**src/rtl/gpio_cfg.svh**
```systemverilog
// Offsets, field positions, reset values and sizes of the three-pin port.
// Assumes inclusion by bare name from the package and the top module.
`ifndef GPIO_CFG_SVH
`define GPIO_CFG_SVH

`define PIN_COUNT      3
`define ADDR_WIDTH     12
`define CFG_REG_OFS    12'h1e0
`define DATA_REG_OFS   12'h1e4
`define DRV_TYPE_LSB   0
`define EVT_OE_LSB     8
`define EVT_POL_LSB    16
`define OUT_VAL_LSB    0
`define DIR_LSB        16
`define PIN_FIELD_RST  3'h0
`define WORD_RST       32'h0000_0000

`endif

```
**src/rtl/gpio_pkg.sv**
```systemverilog
// Types shared by the three-pin port, the outside pin model and the bench.
// Assumes gpio_cfg.svh is on the include path.
`include "gpio_cfg.svh"

package gpio_pkg;

  typedef logic [`PIN_COUNT-1:0]  pin_vec_t;
  typedef logic [31:0]            word_t;
  typedef logic [`ADDR_WIDTH-1:0] addr_t;
  typedef logic [3:0]             byte_sel_t;

  typedef enum logic [1:0] {
    REG_NONE = 2'b00,
    REG_CFG  = 2'b01,
    REG_DATA = 2'b10
  } reg_sel_e;

endpackage

```
**src/rtl/pin_cell.sv**
```systemverilog
// One pin: input synchroniser and registered driver.
// Assumes the pin level is asynchronous to clk_i and that drive requests
// come from logic on clk_i.
`timescale 1ns/100ps

module pin_cell (
  input  wire logic clk_i,
  input  wire logic reset_i,
  input  wire logic pin_i,
  input  wire logic push_pull_i,
  input  wire logic drive_en_i,
  input  wire logic level_i,
  output logic      pin_o,
  output logic      pin_oe_o,
  output logic      pin_sync_o
);

  logic sync1_ff;
  logic sync2_ff;
  logic out_ff;
  logic oe_ff;
  logic nxt_sync1;
  logic nxt_sync2;
  logic nxt_out;
  logic nxt_oe;

  ////////////////////////////////////////////////////////////////////////////
  always_comb begin
    nxt_sync1 = pin_i;
    nxt_sync2 = sync1_ff;
    // Open drain never drives high: a high level releases the pin
    nxt_out   = push_pull_i ? level_i : 1'b0;
    nxt_oe    = drive_en_i & (push_pull_i | ~level_i);
  end

  always_ff @(posedge clk_i) begin
    if (reset_i) begin
      sync1_ff <= 1'b0;
      sync2_ff <= 1'b0;
      out_ff   <= 1'b0;
      oe_ff    <= 1'b0;
    end else begin
      sync1_ff <= nxt_sync1;
      sync2_ff <= nxt_sync2;
      out_ff   <= nxt_out;
      oe_ff    <= nxt_oe;
    end
  end

  assign pin_o      = out_ff;
  assign pin_oe_o   = oe_ff;
  assign pin_sync_o = sync2_ff;

endmodule

```
**src/rtl/three_pin_gpio_data_direction.sv**
```systemverilog
// Three general pins behind two Wishbone registers, with clock-event drive.
// Assumes a classic Wishbone master on clk_i, clock events from logic on
// clk_i, and pins whose wire level is resolved outside from pin_oe_o.
//
// Functional notes
// Driver type field resets to zero; zero open drain, one push/pull.
// Open drain pulls low on data zero, releases the pin on data one.
// Open drain events: polarity zero drives low on event, one when idle.
// Direction field resets to zero; zero input, one output.
// An output pin carries the last written output value bit; pins with event enable set carry the event level instead.
// Data read returns the synchronised pin level for input pins.
// Data read returns the last written bit for output pins.
// Direction bit or event output enable makes a pin an output.
// Event enable forces output; driver type still applies.
// Polarity bit gives the active level of the event on the pin.
// Pin levels pass two flip-flops before being read back.
`timescale 1ns/100ps
`include "gpio_cfg.svh"

module three_pin_gpio_data_direction (
  input  wire logic                clk_i,
  input  wire logic                reset_i,
  input  wire logic                wb_cyc_i,
  input  wire logic                wb_stb_i,
  input  wire logic                wb_we_i,
  input  wire gpio_pkg::addr_t     wb_adr_i,
  input  wire gpio_pkg::byte_sel_t wb_sel_i,
  input  wire gpio_pkg::word_t     wb_dat_i,
  output gpio_pkg::word_t          wb_dat_o,
  output logic                     wb_ack_o,
  input  wire gpio_pkg::pin_vec_t  pin_i,
  output gpio_pkg::pin_vec_t       pin_o,
  output gpio_pkg::pin_vec_t       pin_oe_o,
  input  wire gpio_pkg::pin_vec_t  event_i,
  output gpio_pkg::pin_vec_t       event_oe_o,
  output gpio_pkg::pin_vec_t       event_pol_o
);

  import gpio_pkg::*;

  logic     ack_ff;
  word_t    rdat_ff;
  pin_vec_t drv_type_ff;
  pin_vec_t evt_oe_ff;
  pin_vec_t evt_pol_ff;
  pin_vec_t out_val_ff;
  pin_vec_t dir_ff;

  logic     nxt_ack;
  word_t    nxt_rdat;
  pin_vec_t nxt_drv_type;
  pin_vec_t nxt_evt_oe;
  pin_vec_t nxt_evt_pol;
  pin_vec_t nxt_out_val;
  pin_vec_t nxt_dir;

  reg_sel_e reg_sel;
  logic     req;
  logic     wr_go;
  pin_vec_t eff_out;
  pin_vec_t level;
  pin_vec_t pin_sync;
  pin_vec_t read_val;

  ////////////////////////////////////////////////////////////////////////////
  // Address decode; word aligned, low two address bits ignored
  always_comb begin
    reg_sel = REG_NONE;
    if (wb_adr_i[`ADDR_WIDTH-1:2] == 10'(`CFG_REG_OFS >> 2)) begin
      reg_sel = REG_CFG;
    end else if (wb_adr_i[`ADDR_WIDTH-1:2] == 10'(`DATA_REG_OFS >> 2)) begin
      reg_sel = REG_DATA;
    end
  end

  // Ack blocks a second take of the same request
  assign req = wb_cyc_i & wb_stb_i & ~ack_ff;

  // Writes land at the edge that shows ack, where the master completes;
  // a master that gives up before ack leaves the registers untouched
  assign wr_go = wb_cyc_i & wb_stb_i & wb_we_i & ack_ff;

  ////////////////////////////////////////////////////////////////////////////
  // Pin behaviour
  assign eff_out = dir_ff | evt_oe_ff;

  // Event pins: active level is the polarity bit, idle its inverse
  assign level = (evt_oe_ff & ~(event_i ^ evt_pol_ff))
               | (~evt_oe_ff & out_val_ff);

  // Inputs show the pin, outputs the written value
  assign read_val = (eff_out & out_val_ff)
                  | (~eff_out & pin_sync);

  for (genvar i = 0; i < `PIN_COUNT; i++) begin : g_pin
    pin_cell u_pin (
      .clk_i       (clk_i),
      .reset_i     (reset_i),
      .pin_i       (pin_i[i]),
      .push_pull_i (drv_type_ff[i]),
      .drive_en_i  (eff_out[i]),
      .level_i     (level[i]),
      .pin_o       (pin_o[i]),
      .pin_oe_o    (pin_oe_o[i]),
      .pin_sync_o  (pin_sync[i])
    );
  end

  ////////////////////////////////////////////////////////////////////////////
  // Register file
  always_comb begin
    nxt_ack      = req;
    nxt_rdat     = `WORD_RST;
    nxt_drv_type = drv_type_ff;
    nxt_evt_oe   = evt_oe_ff;
    nxt_evt_pol  = evt_pol_ff;
    nxt_out_val  = out_val_ff;
    nxt_dir      = dir_ff;
    if (req || wr_go) begin
      unique case (reg_sel)
        REG_CFG: begin
          if (wr_go) begin
            if (wb_sel_i[`DRV_TYPE_LSB/8]) begin
              nxt_drv_type = wb_dat_i[`DRV_TYPE_LSB +: `PIN_COUNT];
            end
            if (wb_sel_i[`EVT_OE_LSB/8]) begin
              nxt_evt_oe = wb_dat_i[`EVT_OE_LSB +: `PIN_COUNT];
            end
            if (wb_sel_i[`EVT_POL_LSB/8]) begin
              nxt_evt_pol = wb_dat_i[`EVT_POL_LSB +: `PIN_COUNT];
            end
          end else if (!wb_we_i) begin
            nxt_rdat[`DRV_TYPE_LSB +: `PIN_COUNT] = drv_type_ff;
            nxt_rdat[`EVT_OE_LSB +: `PIN_COUNT]   = evt_oe_ff;
            nxt_rdat[`EVT_POL_LSB +: `PIN_COUNT]  = evt_pol_ff;
          end
        end
        REG_DATA: begin
          if (wr_go) begin
            if (wb_sel_i[`OUT_VAL_LSB/8]) begin
              nxt_out_val = wb_dat_i[`OUT_VAL_LSB +: `PIN_COUNT];
            end
            if (wb_sel_i[`DIR_LSB/8]) begin
              nxt_dir = wb_dat_i[`DIR_LSB +: `PIN_COUNT];
            end
          end else if (!wb_we_i) begin
            nxt_rdat[`OUT_VAL_LSB +: `PIN_COUNT] = read_val;
            nxt_rdat[`DIR_LSB +: `PIN_COUNT]     = dir_ff;
          end
        end
        // Unmapped: acknowledged, reads zero, writes dropped
        default: begin
          nxt_rdat = `WORD_RST;
        end
      endcase
    end
  end

  always_ff @(posedge clk_i) begin
    if (reset_i) begin
      ack_ff      <= 1'b0;
      rdat_ff     <= `WORD_RST;
      drv_type_ff <= `PIN_FIELD_RST;
      evt_oe_ff   <= `PIN_FIELD_RST;
      evt_pol_ff  <= `PIN_FIELD_RST;
      out_val_ff  <= `PIN_FIELD_RST;
      dir_ff      <= `PIN_FIELD_RST;
    end else begin
      ack_ff      <= nxt_ack;
      rdat_ff     <= nxt_rdat;
      drv_type_ff <= nxt_drv_type;
      evt_oe_ff   <= nxt_evt_oe;
      evt_pol_ff  <= nxt_evt_pol;
      out_val_ff  <= nxt_out_val;
      dir_ff      <= nxt_dir;
    end
  end

  assign wb_ack_o    = ack_ff;
  assign wb_dat_o    = rdat_ff;
  assign event_oe_o  = evt_oe_ff;
  assign event_pol_o = evt_pol_ff;
endmodule

```
**config.mk**
```make
export PLATFORM = sky130hd
export DESIGN_NAME = three_pin_gpio_data_direction
export DESIGN_NICKNAME = d
export VERILOG_FILES = /design/src/rtl/gpio_pkg.sv /design/src/rtl/pin_cell.sv /design/src/rtl/three_pin_gpio_data_direction.sv
export VERILOG_INCLUDE_DIRS = /design/src /design/src/rtl
export SDC_FILE = /design/constraint.sdc
export NUM_CORES = 1
export LEC_CHECK = 0
export ABC_AREA = 1
export BUFFER_PORTS_ARGS = -buffer_cell sky130_fd_sc_hd__buf_2
export CAP_MARGIN = 30
export CORE_MARGIN = 8
export CORE_UTILIZATION = 47
export CTS_CLUSTER_SIZE = 24
export DETAILED_ROUTE_END_ITERATION = 16
export GPL_ROUTABILITY_DRIVEN = 0
export PLACE_DENSITY = 0.95
export SETUP_SLACK_MARGIN = 0.2
export SLEW_MARGIN = 20
export SYNTH_ARGS = -nofsm -noshare
export SYNTH_HDL_FRONTEND = slang
export SYNTH_SLANG_ARGS = --single-unit
```
**constraint.sdc**
```tcl
create_clock -name clk_i -period 2.8 [get_ports clk_i]
set_input_delay 0.14 -clock clk_i [delete_from_list [all_inputs] [get_ports clk_i]]
set_output_delay 0.14 -clock clk_i [all_outputs]
set_load 0.05 [all_outputs]
```
# Yosys cells after proc, flatten, opt, wreduce, memory -nomap -nowiden
# Cells that the tools add are included.
[op_classes]
n_eq_ne = 4
muxes = 12
bitwise_logic = 30
n_reduce_logical = 11
[ops]
columns = ["op", "n"]
rows = [
  ["2-to-1 mux 3 bit", 8],
  ["equality test 10 x 7 -> 1 bit (second input constant)", 2],
  ["AND reduction 4 bit", 5],
  ["AND 3 bit", 4],
  ["case mux 3 bit (2 select lines)", 2],
  ["inverter 1 bit", 9],
  ["inverter 3 bit", 3],
  ["OR 3 bit", 3],
  ["OR reduction 2 bit", 4],
  ["AND 1 bit", 7],
  ["OR reduction 5 bit", 1],
  ["2-to-1 mux 2 bit", 2],
  ["OR 1 bit", 3],
  ["bitwise XOR 3 bit", 1],
  ["equality test 2 x 1 -> 1 bit (second input constant)", 1],
  ["equality test 2 bit (second input constant)", 1],
  ["logical OR 1 bit", 1],
]
[word_totals]
ff_bits = 60
input_bits = 59
out_inout_bits = 45
elab_cells = 78

# Logic depth before layout (Yosys ltp)
# Gate-level depths: netlist of the first run.
[depth]
word_depth = 7
ltp_mapped = 9
ltp_nobuf = 9

# Modules after synthesis
# Synthesis of the first run repeated with hierarchy kept, for this count alone.
[unflattened]
cells_unflattened = 254
hier_area_um2 = 1799.2
[modules_own_cells]
columns = ["module", "n_inst", "cells_per_inst", "area_each_um2", "seq_area_each_um2"]
rows = [
  ["three_pin_gpio_data_direction", 1, 209, 1435.1, 500.5],
  ["pin_cell", 3, 15, 121.4, 80.1],
]

# Least setup slack after synthesis of the first run
# Ideal clock, no wire load.
[synth_path]
path_type = "flip-flop to flip-flop"
startpoint = "register ack_ff (netlist: wb_ack_o)"
endpoint = "register dir_ff[0]"
setup_time_ps = 115
arrival_ps = 1348
required_ps = 2685
path_slack_ps = 1337
stages_incl_launch_ff = 7
n_path_buf = 1
synth_period_minus_slack_ps = 1463
cell_sequence = "dfxtp_1 -> inv_1 -> o21ai_4 -> nor2_2 -> buf_6 -> a21oi_1 -> nor2_1"
[synth_via]
elab_chain_cells = 4
word_cells_on_any_way = 5
classes_between = "3 x bitwise; 2 x reduce/logical"
[synth_rtl]
columns = ["item", "line_no", "rtl"]
rows = [
  ["start: declaration", "three_pin_gpio_data_direction.sv:41", "logic ack_ff;"],
  ["start signal: assignment", "three_pin_gpio_data_direction.sv:169", "ack_ff <= nxt_ack;"],
  ["inverter 1 bit", "three_pin_gpio_data_direction.sv:77", "assign req = wb_cyc_i & wb_stb_i & ~ack_ff;"],
  ["AND 1 bit", "three_pin_gpio_data_direction.sv:77", ""],
  ["logical OR 1 bit", "three_pin_gpio_data_direction.sv:119", "if (req || wr_go) begin"],
  ["AND reduction 4 bit (no line) *", "n/a", ""],
  ["end signal: assignment", "three_pin_gpio_data_direction.sv:167", "dir_ff <= `PIN_FIELD_RST;"],
  ["end signal: assignment", "three_pin_gpio_data_direction.sv:175", "dir_ff <= nxt_dir;"],
  ["end: declaration", "three_pin_gpio_data_direction.sv:47", "pin_vec_t dir_ff;"],
]
# Every way passes the cells marked *; elsewhere a longest branch is shown, timed or not.
# A chain may end at the register's enable or synchronous reset.

# Final worst setup path of the first run
[layout_path]
startpoint = "register ack_ff (netlist: wb_ack_o)"
endpoint = "register evt_pol_ff[2] (netlist: event_pol_o[2])"
[layout_via]
elab_chain_cells = 4
word_cells_on_any_way = 5
classes_between = "3 x bitwise; 2 x reduce/logical"
[layout_rtl]
columns = ["item", "line_no", "rtl"]
rows = [
  ["inverter 1 bit", "three_pin_gpio_data_direction.sv:77", ""],
  ["AND 1 bit", "three_pin_gpio_data_direction.sv:77", ""],
  ["logical OR 1 bit", "three_pin_gpio_data_direction.sv:119", ""],
  ["AND reduction 4 bit (no line) *", "n/a", ""],
  ["end signal: assignment", "three_pin_gpio_data_direction.sv:165", "evt_pol_ff <= `PIN_FIELD_RST;"],
  ["end signal: assignment", "three_pin_gpio_data_direction.sv:173", "evt_pol_ff <= nxt_evt_pol;"],
  ["end: declaration", "three_pin_gpio_data_direction.sv:45", "pin_vec_t evt_pol_ff;"],
]
# Marks and branches as above.

==> impl_metrics.env, run 1 <==
export IMPL_status="finished clean"
export IMPL_routed_wl_um=3970
export IMPL_track_usage_pct=13.0
export IMPL_layout_setup_ws_ns=1.32
export IMPL_start_util_pct=49.2
export IMPL_synth_seq_cells=37
export IMPL_grt_antenna_before_repair=0
export IMPL_ctsResizeCount=0
export IMPL_grt_use_met1_pct=12.0
export IMPL_cts_made_buffers=5
export IMPL_cp_start_kind="flip-flop"
export IMPL_finalNetCount=357
export IMPL_cts_buffer_depth=2
export IMPL_multi_input_area_um2=788
export IMPL_critPathMaxStageDelay_ns=0.58
export IMPL_diodes=0
export IMPL_area_growth_syn_to_layout_pct=13.1
export IMPL_fin_crit_sh_pct=52.8
export IMPL_critPathCaptureType="flip-flop"
export IMPL_grt_pass1_vias=1507
export IMPL_synth_warning_count=0
export IMPL_cts_tree="yes"
export IMPL_use_met3_pct=6.04
export IMPL_synth_yosys_seq_area_share_pct=40.5
export IMPL_die_y_um=78.4
export IMPL_slew_viol_final=0
export IMPL_rows=22
export IMPL_hold_viol_final=0
export IMPL_regArea_um2=741
export IMPL_maxCapViolCount=0
export IMPL_power_density_mw_per_mm2=499
export IMPL_grt_pass1_wl_um=6400
export IMPL_drcViolationCount=0
export IMPL_antenna_left=0
export IMPL_place_ws_ns=1.35
export IMPL_worstHoldPathType="input pin to flip-flop"
export IMPL_min_period_ns=1.48
export IMPL_finalSetupViolations=0
export IMPL_wire_per_inst_um=11.5
export IMPL_clkLatencyLatePin_ns=0.28
export IMPL_crit_arrival_ns=1.65
export IMPL_syn_area_per_cell_um2=7.32
export IMPL_dr_pass1_iters=4
export IMPL_fmax_mhz=676
export IMPL_crit_slowest_cell="nor2_1"
export IMPL_crit_fanout=12
export IMPL_dp_final_hpwl_um=3180
export IMPL_slew_headroom_pct=49.7
export IMPL_design_portCount=104
export IMPL_use_met2_pct=23.5
export IMPL_layout_commonest_cell="buf_2"
export IMPL_timing_critical_path_buf_inv=0
export IMPL_port_buffers=54
export IMPL_required_ns=2.97
export IMPL_post_cts_buffers=0
export IMPL_clock_root_buffer="clkbuf_8"
export IMPL_htreeDepth=2
export IMPL_drtIter0Drc=86
export IMPL_finClkSkew_ns=0.00829
export IMPL_synth_distinct_cells=24
export IMPL_netlist_area_mm2=0.00183
export IMPL_die_x_um=78.4
export IMPL_fill_cells=352
export IMPL_critPathKind="flip-flop to flip-flop"
export IMPL_max_slew_worst_pin_slew_ns=0.752
export IMPL_drive_above_1_share_pct=24.5
export IMPL_vias=1579
export IMPL_clkTransAtPathRegs_ns=0.07
export IMPL_final_cell_mix="buf_2, nand2_1, nor2_1"
export IMPL_die_area_mm2=0.00614
export IMPL_cts_hold_buf=0
export IMPL_worstPathCellList="nand3_1 -> nor2_1 -> nand3_1 -> nand2_1 -> nor2_1"
export IMPL_via_per_inst=4.56
export IMPL_grt_ovfl_total=0
export IMPL_clkSinkCount=37
export IMPL_placed_cell_area_mm2=0.00198
export IMPL_finish_instance_area_mm2=0.00207
export IMPL_crit_family="simple AND/OR/NAND/NOR gates"
export IMPL_rsz0062_at_grt="false"
export IMPL_tns_ns=0
export IMPL_irDropWorstVdd_v=0.000251
export IMPL_p_leak_nw=1.11
export IMPL_coreArea_mm2=0.00372
export IMPL_busiest_layer="met2"
export IMPL_grt_max_degree=19
export IMPL_netlist_instances=250
[metal layers]
| metal | wire [µm] | share of wire (%) | up-vias |
|---|---|---|---|
| met2 | 2030 | 51 | 65 |
| met5 | 0 | 0 | - |
| met1 | 1490 | 37 | 704 |
| met4 | 55 | 1.4 | 0 |
| met3 | 402 | 10 | 5 |
| li1 | - | - | 805 |
[worst paths after layout]
| check | start | to | slack (ns) | depth (start not counted) |
|---|---|---|---|---|
| max | wb_ack_o | event_pol_o[2] | 1.32 | 5 |
| max reg2reg | wb_ack_o | event_pol_o[2] | 1.32 | 5 |
| min reg2reg | g_pin[2].u_pin.nxt_sync2 | g_pin[2].u_pin.pin_sync_o | 0.41 | 2 |
| min | pin_i[1] | g_pin[1].u_pin.nxt_sync2 | 0.05 | 3 |
[synth_stat cells]
cell      instances  area, µm²
nor2_8            1       20.0
nor2_1           41        154
o21ai_0           9       45.0
nand2_2           1       6.26
xor2_1            3       26.3
inv_2             1       3.75
conb_1            1       3.75
clkinv_1          1       3.75
buf_6             2       22.5
inv_1            30        113
o21ai_4           1       16.3
clkbuf_1          2       7.51
a21oi_1          17       85.1
nand3b_4          1       20.0
nand2_1          48        180
dfxtp_1          37        741
buf_4            29        218
nand3_2           1       10.0
nor3_2            1       10.0
nor2_2            1       6.26
nor2_4            3       33.8
clkbuf_4          2       15.0
or2_4             1       8.76
nand3_1          16       80.1
[flip-flops by register name, indices dropped and copies added (netlist names)]
register	count
event_oe_o	3
wb_dat_o	9
g_pin.u_pin.pin_o	3
g_pin.u_pin.nxt_sync2	3
wb_ack_o	1
event_pol_o	3
out_val_ff	3
drv_type_ff	3
g_pin.u_pin.pin_oe_o	3
dir_ff	3
g_pin.u_pin.pin_sync_o	3
[power breakdown]
group          switching (mW)  internal [mW]
Sequential            0.00143          0.531
Clock                   0.174          0.194
Combinational           0.104         0.0279
[through the flow]
step	hold slack, ns	util, %	cells	power, mW
4_1_cts	0.0489	55.7	346	1.04
2_1_floorplan	0.247	-	272	0.671
6_report	0.0528	55.7	346	1.03
3_5_place_dp	0.347	53.3	339	0.675
3_3_place_gp	0.343	53.3	339	0.673
5_1_grt	0.0552	55.7	346	1.07
[cells by family after synthesis]
logic type             after synthesis  share of synthesized area [%]
AND/OR/NAND/NOR                    115                           28.9
buffers and inverters               67                           20.9
flip-flops                          37                           40.5
AO/OA/AOI/OAI                       27                           8.00
XOR/XNOR                             3                           1.44
other                                1                          0.205
[area by class of cell]
class                           count  share of cell area [%]
Tap cell                           48                    2.90
Inverter                           32                    5.80
Clock buffer                        6                    3.99
Sequential cell                    37                    35.8
Multi-Input combinational cell    168                    38.1
Timing Repair Buffer               54                    13.1
Clock inverter                      1                   0.363
[worst register-to-register path: stages, from the launching register on]
cell and delay, ns:
dfxtp_1 0.35, nand3_1 0.12, nor2_1 0.58, nand3_1 0.16, nand2_1 0.09, nor2_1 0.06
Power figures use the tool's default switching activity.
==> run 2, diff against run 1 <==
- CORE_UTILIZATION: 47 -> 44
- PLACE_DENSITY: 0.95 -> 0.91
- clock period: 2.8 -> 1.4 ns (I/O delays scaled with it)
==> impl_metrics.env, run 2 (synthesis results as in run 1) <==
export IMPL_status="finished clean"
export IMPL_tns_ns=0
export IMPL_crit_slowest_cell="dfxtp_4"
export IMPL_critPathMaxStageDelay_ns=0.35
export IMPL_critPathKind="flip-flop to flip-flop"
export IMPL_largest_register_ffs=9
export IMPL_final_cells=357
export IMPL_timing_critical_path_buf_inv=2
export IMPL_cp_start_kind="flip-flop"
export IMPL_use_met3_pct=3.91
export IMPL_die_y_um=80.5
export IMPL_seqPwrFrac_pct=45.3
export IMPL_grt_ovfl_total=0
export IMPL_power_switching_mw=0.585
export IMPL_rows=23
export IMPL_coreArea_mm2=0.00400
export IMPL_port_buffers=54
export IMPL_design_portCount=104
export IMPL_combPwrFrac_pct=12.0
export IMPL_dr_pass1_iters=4
export IMPL_crit_family="flip-flops"
export IMPL_fmax_mhz=868
export IMPL_final_util_pct=55.2
export IMPL_crit_fanout=12
export IMPL_worstHoldPathType="input pin to flip-flop"
export IMPL_p_leak_nw=1.19
export IMPL_grt_use_met1_pct=13.5
export IMPL_grt_antenna_before_repair=0
export IMPL_worstPathCellList="inv_2 -> o21ai_4 -> nor2_2 -> buf_12 -> a21oi_1 -> nor2_1"
export IMPL_finalSetupViolations=0
export IMPL_irDropWorstVdd_v=0.000396
export IMPL_antenna_left=0
export IMPL_switching_share_pct=24.9
export IMPL_drtIter0Drc=94
export IMPL_via_per_inst=4.48
export IMPL_min_period_ns=1.15
export IMPL_wire_per_inst_um=11.7
export IMPL_power_density_mw_per_mm2=1060
export IMPL_finClkSkew_ns=0.0101
export IMPL_die_x_um=80.5
export IMPL_cts_made_buffers=5
export IMPL_rsz0062_at_grt="true"
export IMPL_clkLatencyLatePin_ns=0.29
export IMPL_grt_pass1_wl_um=6740
export IMPL_p_clk_share_pct=42.7
export IMPL_track_usage_pct=13.0
export IMPL_clkSinkCount=37
export IMPL_busiest_layer="met2"
export IMPL_grt_max_degree=15
export IMPL_clkTransAtPathRegs_ns=0.07
export IMPL_vias=1599
export IMPL_place_ws_ns=0.197
export IMPL_maxCapViolCount=0
export IMPL_area_growth_syn_to_layout_pct=20.8
export IMPL_finish_instance_area_mm2=0.00221
export IMPL_cts_tree="yes"
export IMPL_crit_arrival_ns=1.33
export IMPL_final_cell_mix="buf_2, nand2_1, nor2_1"
export IMPL_internal_power_mw=1.76
export IMPL_layout_setup_ws_ns=0.248
export IMPL_htreeDepth=2
export IMPL_placed_cell_area_mm2=0.00204
export IMPL_fin_crit_sh_pct=82.3
export IMPL_die_area_mm2=0.00648
export IMPL_use_met2_pct=22.1
export IMPL_dp_final_hpwl_um=3310
export IMPL_slew_viol_final=0
export IMPL_critPathCaptureType="flip-flop"
export IMPL_layout_commonest_cell="buf_2"
export IMPL_clock_root_buffer="clkbuf_8"
export IMPL_grt_pass1_vias=1614
export IMPL_drive_above_1_share_pct=28.3
export IMPL_routed_wl_um=4170
export IMPL_cts_buffer_depth=2
export IMPL_hold_viol_final=0
export IMPL_start_util_pct=45.7
export IMPL_drcViolationCount=0
export IMPL_dp_cells=346
export IMPL_diodes=0
export IMPL_required_ns=1.58
export IMPL_finalNetCount=365
run 2: cell count changes in the layout (fill, tap and decap cells not counted), sizes merged:
cell / change
buf: +5
dlygate4sd3: +3
bufinv: +1
clkinv: +1
clkinvlp: -1
run 2: area by class of cell:
| type | instances | area, µm² |
|---|---|---|
| Clock inverter | 2 | 35.0 |
| Fill cell | 360 | 1790 |
| Multi-Input combinational cell | 168 | 800 |
| Inverter | 32 | 120 |
| Timing Repair Buffer | 62 | 350 |
| Sequential cell | 37 | 748 |
| Clock buffer | 6 | 93.8 |
| Tap cell | 50 | 62.6 |
run 2: path summary, 6_finish.rpt:
kind,start,endpoint,slack (ns),cells past startpoint
min,wb_dat_i[10],event_oe_o[2],0.008,3
max reg2reg,wb_ack_o,dir_ff[2],0.25,6
min reg2reg,g_pin[0].u_pin.nxt_sync2,g_pin[0].u_pin.pin_sync_o,0.41,2
max,wb_ack_o,dir_ff[2],0.25,6
run 2: worst min-delay path, stage by stage:
cell	delay, ns
buf_2	0.07
nor2_1	0.03
nor2_1	0.08
run 2: power by group through the flow:
| stage | clock, mW | combinational [mW] | sequential, mW |
|---|---|---|---|
| 5_1_grt | 1.08 | 0.301 | 1.06 |
| 6_report | 1.00 | 0.281 | 1.06 |
| 3_5_place_dp | 0 | 0.269 | 1.09 |
| 3_3_place_gp | 0 | 0.264 | 1.09 |
| 2_1_floorplan | 0 | 0.250 | 1.09 |
| 4_1_cts | 1.02 | 0.276 | 1.06 |
run 2: per-stage QoR:
step	power, mW	hold slack (ns)
6_report	2.35	0.00783
5_1_grt	2.44	0.0267
4_1_cts	2.35	0.00627
3_5_place_dp	1.36	0.278
3_3_place_gp	1.35	0.273
2_1_floorplan	1.34	0.177
run 2: per-layer routing:
metal / routed length, µm / vias to the layer above
li1: - / 821
met3: 358 / 15
met1: 1550 / 703
met5: 0 / -
met4: 128 / 0
met2: 2130 / 60
run 2: what timing repair did:
action | in CTS | in global routing
hold buffers | 3 | 0
buffers inserted | 0 | 0
gates resized for setup | 0 | 5
endpoints found under the hold margin | 3 | 0
endpoints found under the setup margin | 0 | 18
==> run 3, diff against run 2 <==
- CORE_UTILIZATION: 44 -> 39
- PLACE_DENSITY: 0.91 -> 0.86
- clock period: 1.4 -> 1 ns (I/O delays scaled with it)
==> impl_metrics.env, run 3 (synthesis results as in run 1) <==
export IMPL_multi_input_area_um2=921
export IMPL_fmax_mhz=866
export IMPL_via_per_inst=4.53
export IMPL_crit_fanout=12
export IMPL_antenna_left=0
export IMPL_coreArea_mm2=0.00463
export IMPL_p_leak_nw=1.28
export IMPL_die_x_um=84.5
export IMPL_layout_setup_ws_ns=-0.155
export IMPL_clkSinkCount=37
export IMPL_regArea_um2=786
export IMPL_irDropWorstVdd_v=0.000456
export IMPL_reg2reg_slack_ns=-0.15
export IMPL_rsz0062_at_grt="true"
export IMPL_crit_arrival_ns=1.38
export IMPL_critPathCaptureType="flip-flop"
export IMPL_fin_crit_sh_pct=115
export IMPL_finClkSkew_ns=0.00435
export IMPL_final_cells=372
export IMPL_wire_per_inst_um=12.6
export IMPL_finalSetupViolations=24
export IMPL_min_period_ns=1.15
export IMPL_whs_ns=-0.00991
export IMPL_cts_made_buffers=5
export IMPL_dp_final_hpwl_um=3340
export IMPL_die_y_um=84.5
export IMPL_htreeDepth=2
export IMPL_status="complete, but fails checks"
export IMPL_design_portCount=104
export IMPL_hold_viol_final=2
export IMPL_clkLatencyLatePin_ns=0.29
export IMPL_r2r_start="wb_ack_o"
export IMPL_hold_start="wb_dat_i[9]"
export IMPL_violations="hold timing, setup timing"
export IMPL_grt_pass1_vias=1673
export IMPL_fill_cells=395
export IMPL_drcViolationCount=0
export IMPL_critPathCapture="out_val_ff[1]"
export IMPL_cts_buffer_depth=2
export IMPL_drtIter0Drc=88
export IMPL_rows=25
export IMPL_port_buffers=54
export IMPL_critPathLaunch="wb_ack_o"
export IMPL_maxCapViolCount=0
export IMPL_grt_pass1_wl_um=7510
export IMPL_final_cell_mix="nand2_1, nor2_1, buf_2"
export IMPL_track_usage_pct=13.0
export IMPL_routed_wl_um=4680
export IMPL_reg2reg_depth=7
export IMPL_p_total_mw=2.89
export IMPL_finalNetCount=376
export IMPL_grt_ovfl_total=0
export IMPL_cp_start_kind="flip-flop"
export IMPL_largest_register_ffs=9
export IMPL_worstReg2RegEnd="out_val_ff[1]"
export IMPL_start_util_pct=39.5
export IMPL_grt_max_degree=19
export IMPL_cts_tree="yes"
export IMPL_dp_cells=356
export IMPL_grt_antenna_before_repair=0
export IMPL_power_density_mw_per_mm2=1080
export IMPL_clock_root_buffer="clkbuf_8"
export IMPL_layout_commonest_cell="nand2_1"
export IMPL_drive_above_1_share_pct=41.5
export IMPL_required_ns=1.22
export IMPL_critPathKind="flip-flop to flip-flop"
export IMPL_slew_viol_final=0
export IMPL_diodes=0
export IMPL_die_area_mm2=0.00714
export IMPL_dr_pass1_iters=5
export IMPL_area_growth_syn_to_layout_pct=46.5
export IMPL_clkTransAtPathRegs_ns=0.07
export IMPL_worstHoldPathType="input pin to flip-flop"
export IMPL_vias=1686
==> run 3: cell types whose count changed in the layout (fill, tap and decap cells not counted), sizes merged <==
cell | previous run | this run
buf | 59 | 67
clkbuf | 6 | 9
dlygate4sd3 | 3 | 5
bufinv | 1 | 0
clkinv | 2 | 1
==> run 3: repair_timing <==
item,4_1_cts,5_1_grt
hold buffers,5,0
setup buffers,1,1
setup endpoints to repair,52,53
hold endpoints to repair,5,0
resized for setup,94,9
cloned,0,1
pin swaps,7,5
==> run 3: through the flow <==
| stage | setup TNS (ns) | cell area, µm² | setup WS, ns | util, % |
|---|---|---|---|---|
| floorplan | -2.06 | 1980 | -0.145 | - |
| global placement | -2.07 | 2170 | -0.114 | 46.9 |
| detailed placement | -2.97 | 2170 | -0.163 | 46.9 |
| CTS | -1.75 | 2610 | -0.109 | 56.3 |
| global route | -3.34 | 2680 | -0.205 | 57.9 |
| finish | -1.74 | 2680 | -0.155 | 57.9 |
==> run 3: cell type report <==
cell class	instances	area share [%]
sequential	37	29.3
tap	54	2.52
inverter	32	4.58
clock buffer	8	2.99
timing repair buffer	73	26.2
multi-input combinational	168	34.4
==> run 3: worst max-delay path: stages (launching register included) <==
cell and delay [ns]:
dfxtp_4 0.38, inv_4 0.04, o21ai_4 0.18, nor2_2 0.07, buf_12 0.15, nand3_1 0.06, nand2_1 0.07, nor2_1 0.13
==> run 3: power by group <==
| part | internal [mW] | switching [mW] | total [mW] |
|---|---|---|---|
| sequential | 1.47 | 0.00612 | 1.47 |
| combinational | 0.114 | 0.315 | 0.429 |
| clock | 0.494 | 0.495 | 0.990 |
==> run 3: worst min-delay path by stage <==
stage                                     endpoint  slack [ns]  cells after the start
after detailed placement  g_pin[0].u_pin.nxt_sync2        0.26                      3
after global routing      g_pin[2].u_pin.nxt_sync2       0.007                      2
after CTS                 g_pin[2].u_pin.nxt_sync2       0.001                      2
after global placement    g_pin[1].u_pin.nxt_sync2        0.25                      3
final                                event_oe_o[1]       -0.01                      3
after floorplan           g_pin[0].u_pin.nxt_sync2        0.16                      2
==> run 3: routing by layer <==
| metal | up-vias | share of wire [%] | track usage (%) |
|---|---|---|---|
| met5 | - | 0 | 0 |
| met4 | 0 | 2.1 | 6.15 |
| met3 | 11 | 6.3 | 4.10 |
| met2 | 65 | 55 | 24.4 |
| met1 | 766 | 36 | 12.5 |
| li1 | 844 | - | - |
